==> config.mk <==
export PLATFORM = sky130hd
export DESIGN_NAME = gx_top
export DESIGN_NICKNAME = d
export VERILOG_FILES = /design/src/logic/gx_pkg.sv /design/src/logic/gx_port_if.sv /design/src/logic/gx_top.sv /design/src/logic/gx_sync.sv /design/src/logic/gx_port.sv
export SDC_FILE = /design/constraint.sdc
export NUM_CORES = 1
export LEC_CHECK = 0
export ABC_CLOCK_PERIOD_IN_PS = 4800
export BUFFER_PORTS_ARGS = -buffer_cell sky130_fd_sc_hd__buf_2
export CAP_MARGIN = 10
export CORE_MARGIN = 1
export CORE_UTILIZATION = 43
export CTS_CLUSTER_DIAMETER = 80
export CTS_CLUSTER_SIZE = 16
export DETAILED_ROUTE_END_ITERATION = 10
export PLACE_DENSITY_LB_ADDON = 0.15
export SYNTH_ARGS = -nofsm -noshare
export SYNTH_HDL_FRONTEND = slang
export SYNTH_SLANG_ARGS = --single-unit
==> constraint.sdc <==
create_clock -name core_clk -period 4.8 [get_ports core_clk]
set_input_delay 0.96 -clock core_clk [delete_from_list [all_inputs] [get_ports core_clk]]
set_output_delay 0.96 -clock core_clk [all_outputs]
set_load 0.05 [all_outputs]
==> src/logic/gx_pkg.sv <==
package gx_pkg;
	// system clock and the fastest bus clock
	localparam int CLK_KHZ      = 10000;
	localparam int FSCL_MAX_KHZ = 400;
	// shortest scl half period, in core clocks
	localparam int SCL_HALF_CYC = CLK_KHZ / (2 * FSCL_MAX_KHZ);
	localparam int SYNC_STAGES  = 3;

	// upper slave address bits; straps fill the low three
	localparam logic [3:0] ADDR_BASE = 4'h4;

	// command byte values
	localparam logic [7:0] REG_IN   = 8'h00;
	localparam logic [7:0] REG_OUT  = 8'h01;
	localparam logic [7:0] REG_POL  = 8'h02;
	localparam logic [7:0] REG_CFG  = 8'h03;
	localparam logic [7:0] REG_DS0  = 8'h40;
	localparam logic [7:0] REG_DS1  = 8'h41;
	localparam logic [7:0] REG_LAT  = 8'h42;
	localparam logic [7:0] REG_PEN  = 8'h43;
	localparam logic [7:0] REG_PSEL = 8'h44;
	localparam logic [7:0] REG_MASK = 8'h45;
	localparam logic [7:0] REG_IST  = 8'h46;
	localparam logic [7:0] REG_OPC  = 8'h47;

	// power-up values
	localparam logic [7:0] RST_OUT  = 8'hFF;
	localparam logic [7:0] RST_POL  = 8'h00;
	localparam logic [7:0] RST_CFG  = 8'hFF;
	localparam logic [7:0] RST_DS   = 8'hFF;
	localparam logic [7:0] RST_LAT  = 8'h00;
	localparam logic [7:0] RST_PEN  = 8'h00;
	localparam logic [7:0] RST_PSEL = 8'hFF;
	localparam logic [7:0] RST_MASK = 8'hFF;
	localparam logic [7:0] RST_OPC  = 8'h00;
	localparam logic [7:0] BYTE_ZERO = 8'h00;
	localparam int         OPC_OD_BIT = 0;

	// bit counter marks
	localparam logic [3:0] BIT_LAST  = 4'h7;
	localparam logic [3:0] BYTE_BITS = 4'h8;
	localparam logic [3:0] CNT_ZERO  = 4'h0;
	localparam logic [3:0] CNT_ONE   = 4'h1;

	typedef enum logic [4:0] {
		ST_IDLE = 5'h01,
		ST_RX   = 5'h02,
		ST_ACK  = 5'h04,
		ST_TX   = 5'h08,
		ST_RACK = 5'h10
	} gx_st_t;
endpackage : gx_pkg

==> src/logic/gx_port_if.sv <==
`timescale 1ns/1ps
interface gx_port_if;
	logic [7:0] out;
	logic [7:0] cfg;
	logic       od;
	logic [7:0] o;
	logic [7:0] oe;
	modport ctl (output out, output cfg, output od, input o, input oe);
	modport drv (input out, input cfg, input od, output o, output oe);
endinterface : gx_port_if

==> src/logic/gx_top.sv <==
`timescale 1ns/1ps
// Function
// - alert when pin differs from input register
// - alert is open-drain active low
// - all interrupt masks set at power-up
// - three straps give low address bits
// - all pins inputs after reset
// - latched change held until input read
// - masked pin never raises the alert
// - read-only status shows alert source pins
// - one bit picks push-pull or open-drain
// - two-bit drive strength per pin
// - per-pin pull enable and pull direction
// - bus clock up to 400 kHz
// - input, output, polarity, configuration registers
// - address bit zero high means read
// - first written byte loads register pointer
// - configuration one is input, zero output
// - polarity one inverts sensed pin level
module gx_top import gx_pkg::*; (
	// clock and reset
	input  wire logic        core_clk,
	input  wire logic        resetn,
	input  wire logic        ce,
	// serial bus
	input  wire logic        scl_i,
	input  wire logic        sda_i,
	output logic             sda_o,
	output logic             sda_oe,
	// address straps
	input  wire logic        addr_strap_0,
	input  wire logic        addr_strap_1,
	input  wire logic        addr_strap_2,
	// port pins
	input  wire logic [7:0]  port_pin_i,
	output logic      [7:0]  port_pin_o,
	output logic      [7:0]  port_pin_oe,
	// pad controls
	output logic      [15:0] drive_str_o,
	output logic      [7:0]  pull_en_o,
	output logic      [7:0]  pull_up_o,
	// change alert
	input  wire logic        alert_n_i,
	output logic             alert_n_o,
	output logic             alert_n_oe
);
	logic [1:0] bus_s;
	logic [2:0] strap_s;
	logic [3:0] cnt_q;
	gx_st_t     st_q;
	logic [7:0] pin_s, sh_q, ptr_q, rd_byte;
	logic [7:0] out_q, pol_q, cfg_q, ds0_q, ds1_q, lat_q;
	logic [7:0] pen_q, psel_q, mask_q, opc_q, snap_q, hold_q, held_q;
	logic       scl_q, sda_q, addr_ph_q, cmd_got_q, rw_q, nack_q;
	logic       sda_oe_q, alert_q, fresh_q;
	gx_port_if  pif ();

	// sync depth stays well inside the shortest scl half period
	gx_sync #(.W(2), .RST(2'h3)) u_bus_sync (
		.core_clk (core_clk),
		.resetn   (resetn),
		.ce       (ce),
		.d        ({scl_i, sda_i}),
		.q        (bus_s)
	);

	gx_sync #(.W(8), .RST(BYTE_ZERO)) u_pin_sync (
		.core_clk (core_clk),
		.resetn   (resetn),
		.ce       (ce),
		.d        (port_pin_i),
		.q        (pin_s)
	);

	gx_sync #(.W(3), .RST(3'h0)) u_strap_sync (
		.core_clk (core_clk),
		.resetn   (resetn),
		.ce       (ce),
		.d        ({addr_strap_2, addr_strap_1, addr_strap_0}),
		.q        (strap_s)
	);

	gx_port u_port (
		.core_clk (core_clk),
		.resetn   (resetn),
		.p        (pif.drv)
	);

	// bus conditions
	wire scl_s     = bus_s[1];
	wire sda_s     = bus_s[0];
	wire scl_rise  = scl_s & ~scl_q;
	wire scl_fall  = ~scl_s & scl_q;
	wire start_c   = scl_s & scl_q & sda_q & ~sda_s;
	wire stop_c    = scl_s & scl_q & ~sda_q & sda_s;
	wire byte_end  = (st_q == ST_RX) & scl_fall & (cnt_q == BYTE_BITS);
	wire addr_hit  = sh_q[7:1] == {ADDR_BASE, strap_s};
	wire addr_done = byte_end & addr_ph_q;
	wire cmd_done  = byte_end & ~addr_ph_q & ~cmd_got_q;
	wire wr_fire   = byte_end & ~addr_ph_q & cmd_got_q;
	wire rd_load   = scl_fall & (((st_q == ST_ACK) & rw_q) | ((st_q == ST_RACK) & ~nack_q));
	wire in_read   = rd_load & (ptr_q == REG_IN);

	// register write strobes
	wire wr_out  = wr_fire & (ptr_q == REG_OUT);
	wire wr_pol  = wr_fire & (ptr_q == REG_POL);
	wire wr_cfg  = wr_fire & (ptr_q == REG_CFG);
	wire wr_ds0  = wr_fire & (ptr_q == REG_DS0);
	wire wr_ds1  = wr_fire & (ptr_q == REG_DS1);
	wire wr_lat  = wr_fire & (ptr_q == REG_LAT);
	wire wr_pen  = wr_fire & (ptr_q == REG_PEN);
	wire wr_psel = wr_fire & (ptr_q == REG_PSEL);
	wire wr_mask = wr_fire & (ptr_q == REG_MASK);
	wire wr_opc  = wr_fire & (ptr_q == REG_OPC);

	// input sensing and change tracking
	wire [7:0] sensed  = pin_s ^ pol_q;
	wire [7:0] differ  = sensed ^ snap_q;
	wire [7:0] lat_hit = lat_q & hold_q;
	wire [7:0] capture = lat_q & ~hold_q & differ;
	wire [7:0] pend    = lat_hit | (~lat_q & differ);
	wire [7:0] ist     = pend & ~mask_q;
	wire [7:0] in_view = (lat_hit & held_q) | (~lat_hit & sensed);

	// read data select
	assign rd_byte = (ptr_q == REG_IN)   ? in_view :
	                 (ptr_q == REG_OUT)  ? out_q   :
	                 (ptr_q == REG_POL)  ? pol_q   :
	                 (ptr_q == REG_CFG)  ? cfg_q   :
	                 (ptr_q == REG_DS0)  ? ds0_q   :
	                 (ptr_q == REG_DS1)  ? ds1_q   :
	                 (ptr_q == REG_LAT)  ? lat_q   :
	                 (ptr_q == REG_PEN)  ? pen_q   :
	                 (ptr_q == REG_PSEL) ? psel_q  :
	                 (ptr_q == REG_MASK) ? mask_q  :
	                 (ptr_q == REG_IST)  ? ist     :
	                 (ptr_q == REG_OPC)  ? opc_q   : BYTE_ZERO;

	// outputs
	assign pif.out     = out_q;
	assign pif.cfg     = cfg_q;
	assign pif.od      = opc_q[OPC_OD_BIT];
	assign port_pin_o  = pif.o;
	assign port_pin_oe = pif.oe;
	assign drive_str_o = {ds1_q, ds0_q};
	assign pull_en_o   = pen_q;
	assign pull_up_o   = psel_q;
	assign sda_o       = 1'b0;
	assign sda_oe      = sda_oe_q;
	assign alert_n_o   = 1'b0;
	assign alert_n_oe  = alert_q;

	always_ff @(posedge core_clk or negedge resetn) begin
		if (!resetn) begin
			scl_q   <= 1'b1;
			sda_q   <= 1'b1;
			fresh_q <= 1'b1;
		end else if (ce) begin
			scl_q   <= scl_s;
			sda_q   <= sda_s;
			fresh_q <= 1'b0;
		end
	end

	// serial slave engine
	always_ff @(posedge core_clk or negedge resetn) begin
		if (!resetn) begin
			st_q      <= ST_IDLE;
			cnt_q     <= CNT_ZERO;
			sh_q      <= BYTE_ZERO;
			ptr_q     <= REG_IN;
			addr_ph_q <= 1'b0;
			cmd_got_q <= 1'b0;
			rw_q      <= 1'b0;
			nack_q    <= 1'b0;
			sda_oe_q  <= 1'b0;
		end else if (ce) begin
			if (start_c) begin
				st_q      <= ST_RX;
				cnt_q     <= CNT_ZERO;
				addr_ph_q <= 1'b1;
				cmd_got_q <= 1'b0;
				sda_oe_q  <= 1'b0;
			end else if (stop_c) begin
				st_q     <= ST_IDLE;
				sda_oe_q <= 1'b0;
			end else begin
				unique case (st_q)
					ST_IDLE: sda_oe_q <= 1'b0;
					ST_RX: begin
						if (scl_rise) begin
							sh_q  <= {sh_q[6:0], sda_s};
							cnt_q <= cnt_q + CNT_ONE;
						end else if (byte_end) begin
							cnt_q     <= CNT_ZERO;
							addr_ph_q <= 1'b0;
							if (addr_ph_q && !addr_hit) begin
								st_q <= ST_IDLE;
							end else begin
								st_q     <= ST_ACK;
								sda_oe_q <= 1'b1;
							end
							if (addr_ph_q) rw_q <= sh_q[0];
							if (cmd_done) begin
								ptr_q     <= sh_q;
								cmd_got_q <= 1'b1;
							end
						end
					end
					ST_ACK: begin
						if (scl_fall && rw_q) begin
							st_q     <= ST_TX;
							sh_q     <= rd_byte;
							sda_oe_q <= ~rd_byte[7];
						end else if (scl_fall) begin
							st_q     <= ST_RX;
							sda_oe_q <= 1'b0;
						end
					end
					ST_TX: begin
						if (scl_fall && cnt_q == BIT_LAST) begin
							st_q     <= ST_RACK;
							cnt_q    <= CNT_ZERO;
							sda_oe_q <= 1'b0;
						end else if (scl_fall) begin
							sh_q     <= {sh_q[6:0], 1'b0};
							sda_oe_q <= ~sh_q[6];
							cnt_q    <= cnt_q + CNT_ONE;
						end
					end
					ST_RACK: begin
						if (scl_rise) begin
							nack_q <= sda_s;
						end else if (scl_fall && nack_q) begin
							st_q <= ST_IDLE;
						end else if (scl_fall) begin
							st_q     <= ST_TX;
							sh_q     <= rd_byte;
							sda_oe_q <= ~rd_byte[7];
						end
					end
					default: st_q <= ST_IDLE;
				endcase
			end
		end
	end

	// base register set
	always_ff @(posedge core_clk or negedge resetn) begin
		if (!resetn) begin
			out_q <= RST_OUT;
			pol_q <= RST_POL;
			cfg_q <= RST_CFG;
		end else if (ce) begin
			if (wr_out) out_q <= sh_q;
			if (wr_pol) pol_q <= sh_q;
			if (wr_cfg) cfg_q <= sh_q;
		end
	end

	// extended pin features
	always_ff @(posedge core_clk or negedge resetn) begin
		if (!resetn) begin
			ds0_q  <= RST_DS;
			ds1_q  <= RST_DS;
			lat_q  <= RST_LAT;
			pen_q  <= RST_PEN;
			psel_q <= RST_PSEL;
			mask_q <= RST_MASK;
			opc_q  <= RST_OPC;
		end else if (ce) begin
			if (wr_ds0)  ds0_q  <= sh_q;
			if (wr_ds1)  ds1_q  <= sh_q;
			if (wr_lat)  lat_q  <= sh_q;
			if (wr_pen)  pen_q  <= sh_q;
			if (wr_psel) psel_q <= sh_q;
			if (wr_mask) mask_q <= sh_q;
			if (wr_opc)  opc_q  <= sh_q;
		end
	end

	// input snapshot, latch capture and alert
	always_ff @(posedge core_clk or negedge resetn) begin
		if (!resetn) begin
			snap_q  <= BYTE_ZERO;
			hold_q  <= BYTE_ZERO;
			held_q  <= BYTE_ZERO;
			alert_q <= 1'b0;
		end else if (ce) begin
			if (in_read) begin
				snap_q <= sensed;
				hold_q <= BYTE_ZERO;
			end else begin
				hold_q <= hold_q | capture;
				held_q <= (capture & sensed) | (~capture & held_q);
			end
			alert_q <= |ist;
		end
	end
endmodule : gx_top

==> src/logic/gx_sync.sv <==
`timescale 1ns/1ps
module gx_sync import gx_pkg::*; #(
	parameter int           W   = 1,
	parameter logic [W-1:0] RST = '0
) (
	// clock
	input  wire logic         core_clk,
	input  wire logic         resetn,
	input  wire logic         ce,
	// data
	input  wire logic [W-1:0] d,
	output logic      [W-1:0] q
);
	logic [W-1:0] s1_q;
	logic [W-1:0] s2_q;
	logic [W-1:0] s3_q;
	wire  [W-1:0] agree = ~(s2_q ^ s3_q);

	always_ff @(posedge core_clk or negedge resetn) begin
		if (!resetn) begin
			s1_q <= RST;
			s2_q <= RST;
			s3_q <= RST;
			q    <= RST;
		end else if (ce) begin
			s1_q <= d;
			s2_q <= s1_q;
			s3_q <= s2_q;
			q    <= (agree & s3_q) | (~agree & q);
		end
	end
endmodule : gx_sync

==> src/logic/gx_port.sv <==
`timescale 1ns/1ps
module gx_port import gx_pkg::*; (
	// clock
	input wire logic core_clk,
	input wire logic resetn,
	// pin stage controls
	gx_port_if.drv   p
);
	for (genvar i = 0; i < 8; i++) begin : g_pin
		// input when cfg set; open drain drives only a low
		assign p.oe[i] = ~p.cfg[i] & (~p.od | ~p.out[i]);
		assign p.o[i]  = p.out[i];

	end
endmodule : gx_port

==> flow_metrics.env <==
export IMPL_final_layout_size_suffix_gt1_frac=0.3270
export IMPL_synth_avg_cell_area_um2=10.84
export IMPL_dp_final_hpwl_um=17000
export IMPL_post_cts_buffers=0
export IMPL_hold_class="flop to flop"
export IMPL_path_class="flop to flop"
export IMPL_synth_distinct_cells=76
export IMPL_synth_simple_gate_area_share=0.1180
export IMPL_power_mw=4.007
export IMPL_violations="design-rule violations"
export IMPL_critPathLaunchType="flop"
export IMPL_clk_pin_slew_ns=0.07
export IMPL_setup_viol=0
export IMPL_rsz0062_at_grt="false"
export IMPL_cp_arrival_ns=3.34
export IMPL_die_w_um=152.3
export IMPL_cts_sinks=189
export IMPL_antenna_found_initial=0
export IMPL_placed_cell_area_mm2=0.01027
export IMPL_ant_nets=0
export IMPL_preCtsSetupSlack_ns=1.570
export IMPL_viasPerCell=5.836
export IMPL_placedCellCount=1199
export IMPL_endpoint_kind="flop"
export IMPL_cts_max_path_buffers=2
export IMPL_max_slew_margin=0.4266
export IMPL_grt_usage=0.2206
export IMPL_synth_most_common_cell="dfrtp_1"
export IMPL_utilization=0.4958
export IMPL_synth_async_sr_flop_share=1.000
export IMPL_ys_top_cells_by_area="dfrtp_1, dfstp_2, mux2_2, o21ai_0, a21oi_1"
export IMPL_numCtsBuffers=17
export IMPL_htree_levels=4
export IMPL_finalNetCount=957
export IMPL_synthTopCellsByCount="dfrtp_1, mux2_2, o21ai_0, nand2_1, a21oi_1"
export IMPL_final_setup_tns_ns=0
export IMPL_cts_hold_buf=0
export IMPL_num_antenna_cells=0
export IMPL_p_leak_nw=4.688
export IMPL_synthXorXnorAreaFrac=0.03118
export IMPL_die_h_um=152.3
export IMPL_core_mm2=0.02196
export IMPL_grt_max_degree=100
export IMPL_grt_overflow=0
export IMPL_grt_pass1_wl_um=39990
export IMPL_fin_crit_sh=0.6313
export IMPL_routedWlPerCell_um=19.88
export IMPL_path_max_fanout=11
export IMPL_num_vias=7184
export IMPL_drtPass1Iterations=8
export IMPL_fill_cells=1986
export IMPL_synth_top_cell_area_share=0.3350
export IMPL_start_util=0.4423
export IMPL_ir_worst_vdd_mv=0.1766
export IMPL_synthAdderAreaFrac=0.002577
export IMPL_gp_congestion=0.8768
export IMPL_drt_initial_drc_count=456
export IMPL_whs_ns=0.4823
export IMPL_root_buffer="clkbuf_16"
export IMPL_synth_edf_count=0
export IMPL_synth_mux_area_frac=0.1572
export IMPL_worstSkewPairLatency_ns=0.44
export IMPL_power_density_mw_per_mm2=368.1
export IMPL_min_period_ns=3.030
export IMPL_yosysWarnings=0
export IMPL_ctsResizeCount=0
export IMPL_synth_seq_cells=189
export IMPL_dieArea_mm2=0.02319
export IMPL_io_buffers=65
export IMPL_synth_top_family_by_area="compound AO/OA/AOI/OAI gates"
export IMPL_synth_area_mm2=0.009712
export IMPL_io_pins=69
export IMPL_cts_tree="yes"
export IMPL_synth_seq_area_share=0.4946
export IMPL_synth_compound_area_frac=0.1607
export IMPL_placementRows=54
export IMPL_post_route_drc_count=3
export IMPL_hold_violations=0
export IMPL_max_freq_ghz=0.3300
export IMPL_grt_pass1_vias=6923
export IMPL_maxCapViolCount=0
export IMPL_area_growth_pct=12.10
export IMPL_tightest_slew_ns=0.8467
export IMPL_fin_cells=1231
export IMPL_final_area_mm2=0.01089
export IMPL_slew_viol_final=0
export IMPL_run_status="finished, violations left"
export IMPL_skew_ns=0.01216
export IMPL_synthCells=896
export IMPL_yosys_area_top_type="dfrtp_1"
export IMPL_required_ns=5.11
export IMPL_wirelength_um=24470
export IMPL_fin_ws_ns=1.770
export IMPL_synth_main_ff_cell="dfrtp_1"
[area by class of cell]
type / count / area [um2] / share of cell area
sequential: 189 / 4803 / 0.4412
multi-input combinational: 621 / 4568 / 0.4196
clock buffer: 23 / 490.5 / 0.04505
timing repair buffer: 75 / 424.2 / 0.03896
tap: 280 / 350.3 / 0.03218
inverter: 34 / 127.6 / 0.01172
clock inverter: 9 / 122.6 / 0.01126
[power by group]
| group | internal, mW | switching [mW] |
|---|---|---|
| sequential | 1.74 | 0.195 |
| clock | 0.842 | 0.640 |
| combinational | 0.281 | 0.309 |
| total | 2.86 | 1.14 |
[layout by cell type, fill, tap and decap left out, drive strengths merged, types with 24 or more instances in the layout]
master	instances
dfrtp	130
mux2	116
o21ai	95
buf	74
nand2	68
a21oi	60
dfstp	59
nor2	51
inv	36
clkbuf	24
[layer usage]
metal / wire length, um / GRT usage / vias to the layer above
li1: - / - / 3341
met1: 11690 / 0.3170 / 3676
met2: 11610 / 0.3500 / 143
met3: 836 / 0.02474 / 24
met4: 344 / 0.06803 / 0
met5: 0 / 0 / -
[critical path, cell delays in order (launching register included)]
cell and delay [ns]:
dfrtp_1 0.51, or4b_4 0.63, nor4_4 0.68, nand3_1 0.35, nor2_4 0.36, mux2_2 0.38
[cell families after synthesis]
family | count (synthesis)
adders and majority gates | 2
muxes | 133
DFF | 189
and+or+nand+nor | 212
xor gates and xnor gates | 21
buffers and inverters | 87
other | 1
AOI/OAI and AO/OA | 251
[path summary, 6_finish.rpt]
kind	start	endpoint	slack, ns	depth (start not counted)
max	st_q[4]	pull_en_o[2]	1.77	5
max reg2reg	st_q[4]	pull_en_o[2]	1.77	5
min	u_pin_sync.s1_q[6]	u_pin_sync.s2_q[6]	0.48	2
min reg2reg	u_pin_sync.s1_q[6]	u_pin_sync.s2_q[6]	0.48	2
min in group asynchronous	resetn	u_pin_sync.s1_q[6]	0.55	1
max in group asynchronous	resetn	cfg_q[2]	3.25	2
(Power assumes the default switching activity.)
